[src/verilog/ccr_defs.svh]
// Purpose: Offsets, field positions, masks and reset values of the control register set.
// Assumes: Registers are eight bits wide and reached over the two-wire serial port.
// Notes: Included by its bare name; holds definitions only.
`ifndef CCR_DEFS_SVH
`define CCR_DEFS_SVH

// Seven-bit two-wire slave address; the value is arbitrary.
`define CCR_DEV_ADDR 7'h5A

// Register offsets on the two-wire port.
`define CCR_OFF_SIGNAL_DETECT 8'h11
`define CCR_OFF_BYPASS_PATTERN 8'h22
`define CCR_OFF_BUS_ALIGN 8'h27
`define CCR_OFF_SUBHARMONIC 8'h0D
`define CCR_OFF_RATE_SELECT 8'h34
`define CCR_OFF_PATH_MODE 8'h3B

// Writable-bit masks; reserved bits are stored as zero.
`define CCR_MASK_SIGNAL_DETECT 8'h36
`define CCR_MASK_BYPASS_PATTERN 8'hEF
`define CCR_MASK_BUS_ALIGN 8'hFE
`define CCR_MASK_SUBHARMONIC 8'hFC
`define CCR_MASK_RATE_SELECT 8'h3E
`define CCR_MASK_PATH_MODE 8'h03

// Value of every control register after reset.
`define CCR_RESET_VALUE 8'h00

// Field positions.
`define CCR_SD_THRESH_BIT 5
`define CCR_SD_ENABLE_BIT 4
`define CCR_LOS_POLARITY_BIT 2
`define CCR_SERIAL_CLOCK_BUFFER_BUF_BIT 1
`define CCR_CDR_DISABLE_BIT 7
`define CCR_LVDS_PD_BIT 6
`define CCR_CML_PD_BIT 5
`define CCR_PATTERN_START_BIT 3
`define CCR_RX_REVERSE_BIT 2
`define CCR_TX_REVERSE_BIT 1
`define CCR_SUBHARM_EN_BIT 7
`define CCR_ACQ_MODE_BIT 5
`define CCR_SINGLE_RATE_BIT 4
`define CCR_LIMITED_RANGE_BIT 3
`define CCR_HOLDOVER_A_BIT 2
`define CCR_HOLDOVER_B_BIT 1

// Bits in one parallel word, as a shift count.
`define CCR_WORD_BITS 4'h8

`endif

[src/verilog/ccr_pkg.sv]
// Purpose: Types shared by the control register set.
// Assumes: Used with ccr_defs.svh.
// Notes: Nothing is imported; users write ccr_pkg::name.
package ccr_pkg;

	// States of the two-wire receive sequencer.
	typedef enum logic [2:0] {
		CCR_IDLE = 3'b000,
		CCR_ADDR = 3'b001,
		CCR_ACK_ADDR = 3'b010,
		CCR_SUB = 3'b011,
		CCR_ACK_SUB = 3'b100,
		CCR_DATA = 3'b101,
		CCR_ACK_DATA = 3'b110
	} ccr_i2c_state_e;

endpackage

[src/verilog/ccr_wr_if.sv]
// Purpose: Carries register writes from the serial front end to the register bank.
// Assumes: One clock, sys_clk.
// Notes: wr_valid is a one-cycle pulse.
`timescale 1ns/100ps
interface ccr_wr_if;
	logic wr_valid; // One-cycle write strobe.
	logic [7:0] wr_addr; // Register offset.
	logic [7:0] wr_data; // Byte to store.

	modport source (output wr_valid, output wr_addr, output wr_data);
	modport sink (input wr_valid, input wr_addr, input wr_data);
endinterface

[src/verilog/ccr_control_regs.sv]
// Purpose: Control register bank of the clock recovery receiver with its parallel bit ordering.
// Assumes: One clock sys_clk at 100 MHz; synchronous active-low reset; writes over two-wire port.
// Notes: Registers are write only; their fields drive the analog controls as plain outputs.
// How it works
// (RL1) Degrade threshold select and degrade enable bits.
// (RL2) Bypass register: recovery off, driver power-downs.
// (RL3) One-then-zero on start bit runs pattern mode.
// (RL4) Receive reversal picks bit 0 or 7.
// (RL5) Transmit reversal picks bit 0 or 7 last.
// (RL6) Subharmonic enable plus five-bit ratio field.
// (RL7) Range, single rate, acquisition mode select bits.
// (RL8) All control registers reset to zero.
// (RL9) Registers hold until rewritten or reset.
`timescale 1ns/100ps
`include "ccr_defs.svh"
module ccr_control_regs (
	input wire logic sys_clk,
	input wire logic reset_n,
	input wire logic scl,
	input wire logic sda_in,
	output logic sda_out,
	output logic sda_oe_n,
	output logic signal_degrade_threshold_sel,
	output logic signal_degrade_enable,
	output logic los_active_low,
	output logic serial_clock_buffer_enable,
	output logic recovery_disable,
	output logic lvds_power_down,
	output logic cml_power_down,
	output logic pattern_start,
	output logic [2:0] pattern_run_mode,
	output logic subharmonic_lock_mode,
	output logic [4:0] subharmonic_ratio,
	output logic reference_timed_only_mode,
	output logic single_rate,
	output logic limited_range,
	output logic holdover_mode_a,
	output logic holdover_mode_b,
	output logic [1:0] recovered_data_path,
	input wire logic rx_bit,
	input wire logic rx_bit_valid,
	output logic [7:0] receive_parallel_word,
	output logic rx_word_valid,
	input wire logic [7:0] transmit_parallel_word,
	input wire logic tx_load,
	input wire logic tx_shift,
	output logic tx_bit,
	output logic tx_busy
);
	ccr_wr_if wr_bus (); // Writes from the serial front end.

	logic [7:0] signal_detect_config; // Degrade and buffer controls.
	logic [7:0] recovery_bypass_pattern_control; // Bypass, power-down and pattern controls.
	logic [7:0] parallel_bus_alignment; // Bus reversal controls.
	logic [7:0] subharmonic_lock_config; // Subharmonic lock controls.
	logic [7:0] rate_select_mode; // Rate and acquisition controls.
	logic [7:0] recovery_path_mode; // Recovered data routing.
	logic [7:0] rx_shift; // Receive word being assembled.
	logic [3:0] rx_cnt; // Received bits in this word.
	logic [7:0] tx_shift_reg; // Transmit word being sent.
	logic [7:0] tx_word_hold; // Copy of the loaded transmit word.
	logic [3:0] tx_cnt; // Transmit bits still to send.
	logic tx_rev_q; // Transmit order latched at load.
	logic [7:0] next_rx_shift; // Receive word with the new bit placed.

	// Serial front end feeding the register writes.
	ccr_i2c_front front (
		.sys_clk(sys_clk),
		.reset_n(reset_n),
		.scl(scl),
		.sda_in(sda_in),
		.sda_out(sda_out),
		.sda_oe_n(sda_oe_n),
		.wr(wr_bus.source)
	);

	// Register store: reset to zero, update only on a write to the matching offset.
	always_ff @(posedge sys_clk) begin
		if (!reset_n) begin
			signal_detect_config <= `CCR_RESET_VALUE; // RL8
			recovery_bypass_pattern_control <= `CCR_RESET_VALUE; // RL8
			parallel_bus_alignment <= `CCR_RESET_VALUE; // RL8
			subharmonic_lock_config <= `CCR_RESET_VALUE; // RL8
			rate_select_mode <= `CCR_RESET_VALUE; // RL8
			recovery_path_mode <= `CCR_RESET_VALUE; // RL8
		end else if (wr_bus.wr_valid) begin
			// Reserved bits are forced to zero; unknown offsets are ignored.
			unique case (wr_bus.wr_addr)
				`CCR_OFF_SIGNAL_DETECT: signal_detect_config <= wr_bus.wr_data & `CCR_MASK_SIGNAL_DETECT; // RL9
				`CCR_OFF_BYPASS_PATTERN: recovery_bypass_pattern_control <= wr_bus.wr_data & `CCR_MASK_BYPASS_PATTERN; // RL9
				`CCR_OFF_BUS_ALIGN: parallel_bus_alignment <= wr_bus.wr_data & `CCR_MASK_BUS_ALIGN; // RL9
				`CCR_OFF_SUBHARMONIC: subharmonic_lock_config <= wr_bus.wr_data & `CCR_MASK_SUBHARMONIC; // RL9
				`CCR_OFF_RATE_SELECT: rate_select_mode <= wr_bus.wr_data & `CCR_MASK_RATE_SELECT; // RL9
				`CCR_OFF_PATH_MODE: recovery_path_mode <= wr_bus.wr_data & `CCR_MASK_PATH_MODE; // RL9
				default: begin
				end
			endcase
		end
	end

	// Zero selects the fixed 9 mV degrade threshold, one selects 1.9 times the loss threshold.
	assign signal_degrade_threshold_sel = signal_detect_config[`CCR_SD_THRESH_BIT]; // RL1
	assign signal_degrade_enable = signal_detect_config[`CCR_SD_ENABLE_BIT]; // RL1
	assign los_active_low = signal_detect_config[`CCR_LOS_POLARITY_BIT];
	assign serial_clock_buffer_enable = signal_detect_config[`CCR_SERIAL_CLOCK_BUFFER_BUF_BIT];
	// Bypass and driver power-down controls; zero keeps normal operation.
	assign recovery_disable = recovery_bypass_pattern_control[`CCR_CDR_DISABLE_BIT]; // RL2
	assign lvds_power_down = recovery_bypass_pattern_control[`CCR_LVDS_PD_BIT]; // RL2
	assign cml_power_down = recovery_bypass_pattern_control[`CCR_CML_PD_BIT]; // RL2
	// Subharmonic lock enable and ratio field.
	assign subharmonic_lock_mode = subharmonic_lock_config[`CCR_SUBHARM_EN_BIT]; // RL6
	assign subharmonic_ratio = subharmonic_lock_config[6:2]; // RL6
	// Rate and acquisition selection.
	assign reference_timed_only_mode = rate_select_mode[`CCR_ACQ_MODE_BIT]; // RL7
	assign single_rate = rate_select_mode[`CCR_SINGLE_RATE_BIT]; // RL7
	assign limited_range = rate_select_mode[`CCR_LIMITED_RANGE_BIT]; // RL7
	assign holdover_mode_a = rate_select_mode[`CCR_HOLDOVER_A_BIT];
	assign holdover_mode_b = rate_select_mode[`CCR_HOLDOVER_B_BIT];
	assign recovered_data_path = recovery_path_mode[1:0];

	// Pattern engine launch: a write clearing the start bit after it was set.
	always_ff @(posedge sys_clk) begin
		if (!reset_n) begin
			pattern_start <= 1'b0;
			pattern_run_mode <= 3'h0;
		end else begin
			pattern_start <= 1'b0;
			if (wr_bus.wr_valid && wr_bus.wr_addr == `CCR_OFF_BYPASS_PATTERN
				&& recovery_bypass_pattern_control[`CCR_PATTERN_START_BIT]
				&& !wr_bus.wr_data[`CCR_PATTERN_START_BIT]) begin
				pattern_start <= 1'b1; // RL3
				pattern_run_mode <= wr_bus.wr_data[2:0]; // RL3
			end
		end
	end

	// Newest bit goes to bit 0 normally, to bit 7 when reversed.
	always_comb begin
		if (parallel_bus_alignment[`CCR_RX_REVERSE_BIT]) begin
			next_rx_shift = {rx_bit, rx_shift[7:1]}; // RL4
		end else begin
			next_rx_shift = {rx_shift[6:0], rx_bit}; // RL4
		end
	end

	// Receive word assembly; the word is presented after its eighth bit.
	always_ff @(posedge sys_clk) begin
		if (!reset_n) begin
			rx_shift <= 8'h00;
			rx_cnt <= 4'h0;
			receive_parallel_word <= 8'h00;
			rx_word_valid <= 1'b0;
		end else begin
			rx_word_valid <= 1'b0;
			if (rx_bit_valid) begin
				rx_shift <= next_rx_shift;
				if (rx_cnt == `CCR_WORD_BITS - 4'h1) begin
					rx_cnt <= 4'h0;
					receive_parallel_word <= next_rx_shift; // RL4
					rx_word_valid <= 1'b1;
				end else begin
					rx_cnt <= rx_cnt + 4'h1;
				end
			end
		end
	end

	// Transmit serializer; the order is latched at load so a rewrite cannot split a word.
	always_ff @(posedge sys_clk) begin
		if (!reset_n) begin
			tx_shift_reg <= 8'h00;
			tx_word_hold <= 8'h00;
			tx_cnt <= 4'h0;
			tx_rev_q <= 1'b0;
			tx_bit <= 1'b0;
		end else if (tx_load && tx_cnt == 4'h0) begin
			tx_shift_reg <= transmit_parallel_word;
			tx_word_hold <= transmit_parallel_word;
			tx_rev_q <= parallel_bus_alignment[`CCR_TX_REVERSE_BIT];
			tx_cnt <= `CCR_WORD_BITS;
		end else if (tx_shift && tx_cnt != 4'h0) begin
			// Normal order sends bit 7 first so bit 0 is last; reversed sends bit 7 last.
			if (tx_rev_q) begin
				tx_bit <= tx_shift_reg[0]; // RL5
				tx_shift_reg <= {1'b0, tx_shift_reg[7:1]};
			end else begin
				tx_bit <= tx_shift_reg[7]; // RL5
				tx_shift_reg <= {tx_shift_reg[6:0], 1'b0};
			end
			tx_cnt <= tx_cnt - 4'h1;
		end
	end

	// Busy while bits of the loaded word remain; a load is refused then.
	assign tx_busy = (tx_cnt != 4'h0);
endmodule

[src/verilog/ccr_i2c_front.sv]
// Purpose: Two-wire slave that receives register writes and acknowledges them.
// Assumes: scl and sda_in are synchronous to sys_clk and sampled with margin.
// Notes: Reads are not served; a read address is not acknowledged.
`timescale 1ns/100ps
`include "ccr_defs.svh"
module ccr_i2c_front (
	input wire logic sys_clk,
	input wire logic reset_n,
	input wire logic scl,
	input wire logic sda_in,
	output logic sda_out,
	output logic sda_oe_n,
	ccr_wr_if.source wr
);
	ccr_pkg::ccr_i2c_state_e state; // Sequencer state.
	logic scl_q; // Previous clock line level.
	logic sda_q; // Previous data line level.
	logic [3:0] bit_cnt; // Bits taken in this byte.
	logic [7:0] shift; // Byte being received.
	logic [7:0] pointer; // Register offset of the next data byte.
	logic start_cond; // Data falls while clock high.
	logic stop_cond; // Data rises while clock high.
	logic scl_rise; // Clock line rising.
	logic scl_fall; // Clock line falling.

	assign start_cond = scl && scl_q && sda_q && !sda_in;
	assign stop_cond = scl && scl_q && !sda_q && sda_in;
	assign scl_rise = scl && !scl_q;
	assign scl_fall = !scl && scl_q;
	// The pin is only ever pulled low; the enable decides.
	assign sda_out = 1'b0;

	// Line history for edge and condition detection.
	always_ff @(posedge sys_clk) begin
		if (!reset_n) begin
			scl_q <= 1'b1;
			sda_q <= 1'b1;
		end else begin
			scl_q <= scl;
			sda_q <= sda_in;
		end
	end

	// Drive the acknowledge low during the acknowledge slot of every accepted byte.
	always_ff @(posedge sys_clk) begin
		if (!reset_n) begin
			sda_oe_n <= 1'b1;
		end else begin
			// Only the three acknowledge states pull the line; idle must leave it to the pull-up.
			sda_oe_n <= !(state == ccr_pkg::CCR_ACK_ADDR || state == ccr_pkg::CCR_ACK_SUB
				|| state == ccr_pkg::CCR_ACK_DATA);
		end
	end

	// Byte sequencer: address, register offset, then data bytes with auto-increment.
	always_ff @(posedge sys_clk) begin
		if (!reset_n) begin
			state <= ccr_pkg::CCR_IDLE;
			bit_cnt <= 4'h0;
			shift <= 8'h00;
			pointer <= 8'h00;
			wr.wr_valid <= 1'b0;
			wr.wr_addr <= 8'h00;
			wr.wr_data <= 8'h00;
		end else begin
			wr.wr_valid <= 1'b0;
			if (start_cond) begin
				// A start, repeated or not, restarts the address phase.
				state <= ccr_pkg::CCR_ADDR;
				bit_cnt <= 4'h0;
			end else if (stop_cond) begin
				state <= ccr_pkg::CCR_IDLE;
			end else if (scl_rise && bit_cnt != `CCR_WORD_BITS) begin
				// Shift in one bit, most significant first.
				shift <= {shift[6:0], sda_in};
				bit_cnt <= bit_cnt + 4'h1;
			end else if (scl_fall) begin
				unique case (state)
					ccr_pkg::CCR_IDLE: begin
						state <= ccr_pkg::CCR_IDLE;
					end
					ccr_pkg::CCR_ADDR: begin
						if (bit_cnt == `CCR_WORD_BITS) begin
							// Acknowledge only our address with a write direction.
							state <= (shift == {`CCR_DEV_ADDR, 1'b0}) ? ccr_pkg::CCR_ACK_ADDR : ccr_pkg::CCR_IDLE;
						end
					end
					ccr_pkg::CCR_SUB: begin
						if (bit_cnt == `CCR_WORD_BITS) begin
							pointer <= shift;
							state <= ccr_pkg::CCR_ACK_SUB;
						end
					end
					ccr_pkg::CCR_DATA: begin
						if (bit_cnt == `CCR_WORD_BITS) begin
							// Hand the byte over as the acknowledge starts.
							wr.wr_valid <= 1'b1;
							wr.wr_addr <= pointer;
							wr.wr_data <= shift;
							state <= ccr_pkg::CCR_ACK_DATA;
						end
					end
					ccr_pkg::CCR_ACK_ADDR: begin
						state <= ccr_pkg::CCR_SUB;
						bit_cnt <= 4'h0;
					end
					ccr_pkg::CCR_ACK_SUB: begin
						state <= ccr_pkg::CCR_DATA;
						bit_cnt <= 4'h0;
					end
					ccr_pkg::CCR_ACK_DATA: begin
						state <= ccr_pkg::CCR_DATA;
						pointer <= pointer + 8'h01;
						bit_cnt <= 4'h0;
					end
					default: begin
						state <= ccr_pkg::CCR_IDLE;
					end
				endcase
			end
		end
	end
endmodule

[config.mk]
export PLATFORM = sky130hd
export DESIGN_NAME = ccr_control_regs
export DESIGN_NICKNAME = d
export VERILOG_FILES = /design/src/verilog/ccr_pkg.sv /design/src/verilog/ccr_wr_if.sv /design/src/verilog/ccr_control_regs.sv /design/src/verilog/ccr_i2c_front.sv
export VERILOG_INCLUDE_DIRS = /design/src /design/src/verilog
export SDC_FILE = /design/constraint.sdc
export NUM_CORES = 1
export LEC_CHECK = 0
export BUFFER_PORTS_ARGS = -buffer_cell sky130_fd_sc_hd__clkbuf_2
export CAP_MARGIN = 20
export CORE_MARGIN = 1
export CORE_UTILIZATION = 45
export CTS_CLUSTER_DIAMETER = 150
export DETAILED_ROUTE_END_ITERATION = 8
export PLACE_DENSITY = 0.74
export SYNTH_ARGS = -nofsm -noshare
export SYNTH_HDL_FRONTEND = slang
export SYNTH_SLANG_ARGS = --single-unit
export TNS_END_PERCENT = 5
[constraint.sdc]
create_clock -name sys_clk -period 1.5 [get_ports sys_clk]
set_input_delay 0.15 -clock sys_clk [delete_from_list [all_inputs] [get_ports sys_clk]]
set_output_delay 0.15 -clock sys_clk [all_outputs]
set_load 0.005 [all_outputs]
==> reports/results.ini, run 1 <==
[synthesis]
yosys_warnings=0
synth-edff-count=0
syn_area_um2=4550
avgSynthCellArea_um2=9.13
synthMuxAreaShare=0.130
yosysTopAreaCell=dfxtp_1
synthArstFlopShare=0
synthTopCellsByArea=dfxtp_1 (46%), mux2i_1 (11%), nor2_1 (5.2%)
yosysUniqueCellTypes=59
seq_area_frac_synth=0.462
syn_nets=520
synthTopCellsByCount=dfxtp_1 (105), nor2_1 (63), mux2i_1 (51)
synth_xor_area_frac=0.00962
synth_top_family_by_area=simple AND/OR/NAND/NOR gates
yosys.area.top_type_share=0.462
synth_adder_area_share=0.0137
synthCells=499
yosysMostFrequentCell=dfxtp_1
yosys.area_share.simple=0.213
synth_compound_area_frac=0.132
synth_ff_type=dfxtp_1
ys_seq_elements=105

[floorplan]
core_area_um2=9770
boundaryPins=53
die_w_um=103
dieHeight_um=103
fp-row-count=36
die-area_um2=10500
start_util=0.466

[route]
drt_iter0_markers=224
num_vias=3862
drt_first_pass_iters=5
remaining_drc_errors=0
ant_nets=0
viasPerCell=5.39
drt_wl_total_mm=10.6
routedWlPerCell_um=14.7

[global_routing]
grt-ovfl-total=0
grt_antenna_before_repair=0
grt_max_degree=68
grt_first_pass_wirelength_mm=16.7
grt_use_total=0.203
grt_pass1_vias=3644

[worst_hold_path]
min_path_type=in -> reg
min_path_cells=2

[clocking]
insertion_delay_ns=0.37
cts-root-buf=clkbuf_8
path_clk_slew_ns=0.10
clkSinkCount=105
cts_tree=done
cts_buffers=9
cts_max_level=3
clk_path_buf_depth=2

[place]
globalplace.congestion=0.866
hpwl_mm=7.20
dp_slack_ns=-0.124
dp.cells=696
port_buffers=51

[setup_path]
start_kind=flip-flop
worstPathRequired_ns=1.75
rr_worst_depth=9
cp.arrival_ns=1.87
crit_path_end_kind=flip-flop
worstSetupPathType=reg -> reg
critical_path.max_fanout=4

[sta]
fin_crit_ns=1.61
worst_slack_ns=-0.114
finalSetupViolCount=19
slew_violations=0
finalCritPeriodShare=1.08
finClkSkew_ns=0.0139
rsz0062_at_grt=true
fmax_mhz=620
hold_viol=0

[layout]
syn2layout_area_growth_pct=22.5
diodes=0
drive_gt1_frac=0.266
num-nets-final=599
final_cells=716

[power_and_ir_drop]
p_leak_nw=2.25
powerDensity_nw_per_um2=1060
vdd_ir_drop_max_mv=0.526

[status]
violations=setup timing
outcome=finished, violations left

[flow_run]
max-cap-violations=0

-- area by class of cell --
type                       instances  area (um^2)
fill                             857         4190
multi-input combinational        356         2360
sequential                       105         2110
timing repair buffer              99          727
tap                              133          166
clock buffer                      10          138
clock inverter                     6         50.0
inverter                           7         26.3
-- final timing paths --
| check | from | to | slack [ns] |
|---|---|---|---|
| max | front.bit_cnt[1]$_SDFFE_PP0P_ | front.wr.wr_addr[5]$_SDFFE_PN0P_ | -0.11 |
| min | sda_in | front.sda_q$_SDFF_PN1_ | 0.05 |
| max reg2reg | front.bit_cnt[1]$_SDFFE_PP0P_ | front.wr.wr_addr[5]$_SDFFE_PN0P_ | -0.11 |
| min reg2reg | parallel_bus_alignment[1]$_SDFFE_PN0P_ | parallel_bus_alignment[1]$_SDFFE_PN0P_ | 0.47 |
-- routing by layer --
layer,up-vias,wire length [um],global-route usage,share of wire
met5,-,0,0,0
met4,0,108,0.0725,0.010
met3,10,463,0.0366,0.044
met2,83,5280,0.359,0.50
met1,1839,4710,0.247,0.45
li1,1930,-,-,-
-- report_power, final --
group	switching, mW	internal, mW	total [mW]
clock	1.00	0.670	1.67
combinational	0.566	0.571	1.14
sequential	0.145	2.97	3.12
total	1.71	4.21	5.93
-- cells by family (layout without fill, tap and decap cells) --
family / Yosys count / after routing
adder cells (fa/ha/maj): 5 / 5
AO/OA/AOI/OAI: 93 / 93
buffers and inverters: 38 / 122
AND/OR/NAND/NOR: 194 / 194
XOR/XNOR: 5 / 5
other: 1 / 1
multiplexers: 58 / 58
flip-flops: 105 / 105
-- through the flow --
step                TNS (ns)  cell area, um^2  utilization  power (mW)  hold slack, ns
floorplan             -0.304             4600            -        3.97           0.251
global placement      -0.737             5260        0.538        4.20           0.401
detailed placement     -1.96             5260        0.538        4.27           0.409
CTS                    -1.23             5480        0.560        5.96         0.00337
global route           -3.20             5580        0.571        6.24          0.0462
finish                 -1.52             5580        0.571        5.93          0.0508
-- worst max-delay path, cell delays in order, from the launching register on --
cell and delay (ns):
dfxtp_2 0.34, inv_2 0.06, ha_4 0.14, nand4b_4 0.09, buf_6 0.14, nor4_4 0.15, buf_6 0.17, clkbuf_16 0.15
mux2i_1 0.20, nor2_1 0.06
-- cells in the final DEF, fill, tap and decap left out, types with 4 or more instances in the layout --
master,count
mux2_2,6
a211oi_1,19
dfxtp_2,7
buf_4,37
nor2b_1,5
nor2_1,63
nand3_1,29
mux2i_1,50
nand3b_1,4
nand2b_1,4
buf_12,5
nor3b_1,4
dfxtp_1,98
nor3_1,5
clkbuf_2,51
a21oi_1,25
o31ai_1,5
nand4_1,5
a31oi_1,4
inv_2,5
clkbuf_8,10
o21ai_0,22
nand2_1,45
-- what timing repair did --
action	4_1_cts	5_1_grt
hold buffers	0	1
gates cloned	0	2
endpoints found under the hold margin	0	1
endpoints found under the setup margin	31	47
setup buffers	0	1
resized for setup	6	11
pin swaps	1	1
No activity file was read; power rests on OpenSTA's default activity.
==> inputs of run 2 (changes only) <==
--- a/config.mk
+++ b/config.mk
@@ -8,11 +8,12 @@
 export LEC_CHECK = 0
 export BUFFER_PORTS_ARGS = -buffer_cell sky130_fd_sc_hd__clkbuf_2
 export CAP_MARGIN = 20
+export CORE_ASPECT_RATIO = 1.75
 export CORE_MARGIN = 1
 export CORE_UTILIZATION = 45
 export CTS_CLUSTER_DIAMETER = 150
 export DETAILED_ROUTE_END_ITERATION = 8
-export PLACE_DENSITY = 0.74
+export PLACE_DENSITY = 0.67
 export SYNTH_ARGS = -nofsm -noshare
 export SYNTH_HDL_FRONTEND = slang
 export SYNTH_SLANG_ARGS = --single-unit
==> reports/results.ini, run 2 (synthesized netlist as in run 1, its figures left out) <==
[route]
remaining_drc_errors=0
drt_first_pass_iters=4
drt_iter0_markers=138
drt_wl_total_mm=10.8
routedWlPerCell_um=15.1
ant_nets=0
met2_wirelength_mm=5.89
highest_layer=met4
dr_wl_met3_um=284
wl_met1_mm=4.29
num_vias=3855
viasPerCell=5.39

[sta]
slew_violations=0
worst_slack_ns=-0.0989
finalSetupViolCount=22
finClkSkew_ns=0.00471
fmax_mhz=625
holdWs_ns=0.0716
relSlewSlack=0.661
fin_tns_setup_ns=-1.60
hold_viol=0
fin_crit_ns=1.60
tightest_slew_ns=0.503
finalCritPeriodShare=1.07
rsz0062_at_grt=true

[floorplan]
core_area_um2=9850
die_w_um=78.1
boundaryPins=53
die-area_um2=10500
fp-row-count=48
dieHeight_um=135
start_util=0.462

[setup_path]
critical_path.max_fanout=4
start_kind=flip-flop
slowest_delay_ns=0.33
startpoint=front.bit_cnt[0]$_SDFFE_PP0P_
crit_slowest_cell=dfxtp_2
cp.arrival_ns=1.83
crit_path_end_kind=flip-flop
timing.rr.start=front.bit_cnt[0]$_SDFFE_PP0P_
worstPathRequired_ns=1.73
worstSetupPathType=reg -> reg
crit_path_cell_trace=inv_2 -> ha_4 -> nand4b_4 -> buf_6 -> nor4_4 -> buf_4 -> clkbuf_16 -> mux2i_1 -> nor2_1

[status]
violations=setup timing
outcome=finished, violations left

[place]
globalplace.congestion=0.842
dp_slack_ns=-0.119
dp.cells=693
post_dp_cell_area_um2=5290
hpwl_mm=7.62
port_buffers=51

[flow_run]
max-cap-violations=0

[worst_hold_path]
min_path_type=in -> reg
hp-start=transmit_parallel_word[6]

[power_and_ir_drop]
vdd_ir_drop_max_mv=0.929
p_total_mw=6.66
p_leak_nw=2.33
powerDensity_nw_per_um2=1170

[clocking]
clk_path_buf_depth=2
path_clk_slew_ns=0.07
cts_buffers=9
cts_tree=done
clkSinkCount=105
insertion_delay_ns=0.34
holdBufCountCts=0
cts-root-buf=clkbuf_16
cts_max_level=3

[layout]
final_cells=715
num-nets-final=606
diodes=0
final_area_um2=5710
utilization=0.580
final_common_cell=dfxtp_1
most-common-layout-cells=dfxtp_1 (100), nor2_1 (63), mux2i_1 (51), clkbuf_2 (51), buf_4 (47)
syn2layout_area_growth_pct=25.4
drive_gt1_frac=0.271

[global_routing]
grt_antenna_before_repair=0
grt_first_pass_wirelength_mm=17.0
grt_use_total=0.204
grt-ovfl-total=0
grt_pass1_vias=3743
grt_max_degree=66

run 2: cell types whose count changed in the layout (fill, tap and decap cells not counted), moves of 2 or more:
cell       delta
clkbuf_8     -10
clkinv_4      -2
dfxtp_2       -2
nor3_1        +2
buf_6         -2
nor3_2        -2
clkbuf_1      +2
dfxtp_1       +2
buf_4        +10
clkbuf_16     +9
run 2: timing repair:
action,4_1_cts,5_1_grt
pin swaps,3,7
resized for setup,4,10
gates cloned,0,2
endpoints found under the hold margin,0,0
endpoints found under the setup margin,31,42
setup buffers,0,4
run 2: area by class of cell:
class	count	area (um^2)
timing repair buffer	106	769
fill	870	4140
multi-input combinational	356	2360
sequential	105	2110
tap	125	156
clock inverter	5	62.6
clock buffer	11	233
inverter	7	26.3
run 2: critical path, delay by kind of cell, from the launching register on:
| kind | cells | cell delay (ns) |
|---|---|---|
| adders and majority gates | 1 | 0.14 |
| buffers and inverters | 4 | 0.56 |
| DFF | 1 | 0.33 |
| muxes | 1 | 0.19 |
| and+or+nand+nor | 3 | 0.26 |
run 2: power breakdown:
part           switching [mW]  total, mW  leakage [nW]  internal (mW)
sequential              0.148       3.12         0.853           2.97
clock                    1.03       2.34         0.142           1.31
combinational           0.588       1.19          1.33          0.605
total                    1.77       6.66          2.33           4.89
run 2: path summary, 6_finish.rpt:
path	slack, ns	cells after the start	to
setup / recovery	-0.1	9	front.wr.wr_addr[7]$_SDFFE_PN0P_
hold / removal	0.07	3	tx_shift_reg[6]$_SDFFE_PN0P_
setup reg to reg	-0.1	9	front.wr.wr_addr[7]$_SDFFE_PN0P_
hold reg to reg	0.46	2	parallel_bus_alignment[1]$_SDFFE_PN0P_
run 2: layer usage:
metal	global-route usage	vias up
met5	0	-
met4	0.0905	0
met3	0.0318	20
met2	0.396	73
met1	0.210	1819
li1	-	1943
==> inputs of run 3 (changes only) <==
--- a/config.mk
+++ b/config.mk
@@ -6,14 +6,16 @@
 export SDC_FILE = /design/constraint.sdc
 export NUM_CORES = 1
 export LEC_CHECK = 0
+export ABC_AREA = 1
 export BUFFER_PORTS_ARGS = -buffer_cell sky130_fd_sc_hd__clkbuf_2
-export CAP_MARGIN = 20
+export CAP_MARGIN = 15
 export CORE_ASPECT_RATIO = 1.75
 export CORE_MARGIN = 1
 export CORE_UTILIZATION = 45
 export CTS_CLUSTER_DIAMETER = 150
 export DETAILED_ROUTE_END_ITERATION = 8
-export PLACE_DENSITY = 0.67
+export GPL_TIMING_DRIVEN = 0
+export PLACE_DENSITY = 0.66
 export SYNTH_ARGS = -nofsm -noshare
 export SYNTH_HDL_FRONTEND = slang
 export SYNTH_SLANG_ARGS = --single-unit
==> reports/results.ini, run 3 <==
[setup_path]
rrSetupSlack_ns=0.10
critical_path.max_fanout=8
crit_path_cell_trace=inv_2 -> ha_4 -> nand3_4 -> nand2_4 -> nand2_4 -> nor2_8 -> nand3_1 -> nand2_1 -> inv_1
crit_buf_inv=2
slowest_delay_ns=0.34
endpoint=front.pointer[5]$_SDFFE_PN0P_
cp_top_family=simple AND/OR/NAND/NOR gates
rr_worst_depth=9
cp.arrival_ns=1.64
startpoint=front.bit_cnt[1]$_SDFFE_PP0P_
critPathMostFrequentCell=nand2_4
r2r-end=front.pointer[5]$_SDFFE_PN0P_
start_kind=flip-flop
worstPathRequired_ns=1.75
timing.rr.start=front.bit_cnt[1]$_SDFFE_PP0P_
worstSetupPathType=reg -> reg
crit_slowest_cell=dfxtp_2
cp.depth=9
crit_path_end_kind=flip-flop

[floorplan]
fp-row-count=49
die_w_um=79.3
dieHeight_um=137
boundaryPins=53
core_area_um2=10200
die-area_um2=10900
start_util=0.459

[clocking]
cts-root-buf=clkbuf_16
cts_max_level=3
holdBufCountCts=0
clkSinkCount=105
cts_buffers=9
insertion_delay_ns=0.35
cts_tree=done
clk_path_buf_depth=2
path_clk_slew_ns=0.07

[synthesis]
syn_area_um2=4700
synthCells=653
synthTopCellsByArea=dfxtp_1 (45%), nand2_1 (10%), o21ai_0 (8.3%)
synthTopCellsByCount=nand2_1 (130), dfxtp_1 (105), nor2_1 (78), o21ai_0 (78), inv_1 (71)
yosysTopAreaCell=dfxtp_1
yosysUniqueCellTypes=43
synthArstFlopShare=0
synth_ff_type=dfxtp_1
yosys_warnings=0
ys_seq_elements=105
synth-edff-count=0
yosys.area.top_type_share=0.447
seq_area_frac_synth=0.447
yosysMostFrequentCell=nand2_1
syn_nets=674
avgSynthCellArea_um2=7.20

[power_and_ir_drop]
powerDensity_nw_per_um2=1230
p_total_mw=6.76
vdd_ir_drop_max_mv=0.719
switchingPower_mw=1.95
comb_power_share=0.188
p_int_mw=4.81
p_leak_nw=2.37
seqPwrFrac=0.453
p_clk_frac=0.359
p_sw_frac=0.288

[layout]
filler_cell_count=989
diodes=0
most-common-layout-cells=nand2_1 (128), dfxtp_1 (103), nor2_1 (77), o21ai_0 (74), inv_1 (67)
final_area_um2=5510
final_common_cell=nand2_1
drive_gt1_frac=0.175
syn2layout_area_growth_pct=17.1
num-nets-final=736
utilization=0.538

[route]
drt_iter0_markers=189
remaining_drc_errors=0
num_vias=4335
drt_first_pass_iters=5
routedWlPerCell_um=13.6
ant_nets=0
drt_wl_total_mm=11.5
viasPerCell=5.12

[status]
outcome=finished clean

[place]
post_dp_cell_area_um2=5110
port_buffers=50
hpwl_mm=8.73
globalplace.congestion=0.877

[global_routing]
grt_max_degree=19
grt_pass1_vias=4083
met2_usage=0.431
grt_use_total=0.222
grt_use_met1=0.229
grt-busiest-layer=met2
grt_antenna_before_repair=0
met3_usage=0.0298
grt_first_pass_wirelength_mm=18.6
grt-ovfl-total=0

[sta]
fin_crit_ns=1.40
finClkSkew_ns=0.00766
relSlewSlack=0.602
rsz0062_at_grt=true
finalCritPeriodShare=0.931
slew_violations=0
hold_viol=0
tightest_slew_ns=0.597
fmax_mhz=716
finalSetupViolCount=0

[worst_hold_path]
min_path_type=in -> reg
min_path_cells=3

[flow_run]
max-cap-violations=0

[run 3: power groups by stage]
stage / registers [mW] / clock network [mW] / logic (mW)
final: 3.06 / 2.43 / 1.27
after floorplan: 3.09 / 0 / 0.836
after global placement: 3.11 / 0 / 1.08
after detailed placement: 3.12 / 0 / 1.12
after CTS: 3.06 / 2.50 / 1.18
after global routing: 3.08 / 2.60 / 1.43
[run 3: final cells by class]
cell class / instances / area (um^2) / share of cell area
clock inverters: 6 / 72.6 / 0.0132
multi-input cells: 445 / 2230 / 0.405
clock buffers: 10 / 239 / 0.0434
inverters: 79 / 298 / 0.0541
plain buffers: 24 / 146 / 0.0266
repair buffers: 51 / 258 / 0.0468
well taps: 127 / 159 / 0.0289
flip-flops and latches: 105 / 2100 / 0.382
[run 3: kinds of logic after synthesis]
family | after synthesis | share of synthesized area
AO/OA/AOI/OAI | 158 | 0.173
flip-flops | 105 | 0.447
other | 1 | 0.000798
buffers and inverters | 103 | 0.0921
AND/OR/NAND/NOR | 279 | 0.270
adder cells (fa/ha/maj) | 5 | 0.0133
XOR/XNOR | 2 | 0.00373
[run 3: layer usage]
metal | routed length [um] | part of all wire
met1 | 4550 | 0.39
met2 | 6410 | 0.56
met3 | 264 | 0.023
met4 | 310 | 0.027
met5 | 0 | 0
[run 3: worst reg2reg max path, stage by stage, from the launching register on]
cell     delay, ns
dfxtp_2       0.34
inv_2         0.07
ha_4          0.14
nand3_4       0.13
nand2_4       0.12
nand2_4       0.09
nor2_8        0.19
nand3_1       0.11
nand2_1       0.08
inv_1         0.03
[run 3: worst min path at each step]
stage               startpoint                      to  slack, ns
global route               scl  front.scl_q$_SDFF_PN1_       0.03
detailed placement         scl  front.scl_q$_SDFF_PN1_       0.37
finish                     scl  front.scl_q$_SDFF_PN1_       0.02
floorplan                  scl  front.scl_q$_SDFF_PN1_       0.26
CTS                        scl  front.scl_q$_SDFF_PN1_       0.01
global placement           scl  front.scl_q$_SDFF_PN1_       0.37
[run 3: metrics by stage]
stage | hold slack [ns] | setup slack, ns | instances | setup TNS, ns
floorplan | 0.258 | 0.123 | 653 | 0
global placement | 0.366 | -0.0502 | 830 | -0.217
detailed placement | 0.373 | -0.0921 | 830 | -0.549
CTS | 0.0101 | -0.0191 | 847 | -0.0235
global route | 0.0323 | -0.0166 | 847 | -0.0292
finish | 0.0216 | 0.103 | 847 | 0
[run 3: repair_timing]
action	CTS	global route
setup buffers	1	0
setup endpoints to repair	19	57
hold endpoints to repair	0	0
pin swaps	2	6
resized for setup	7	22
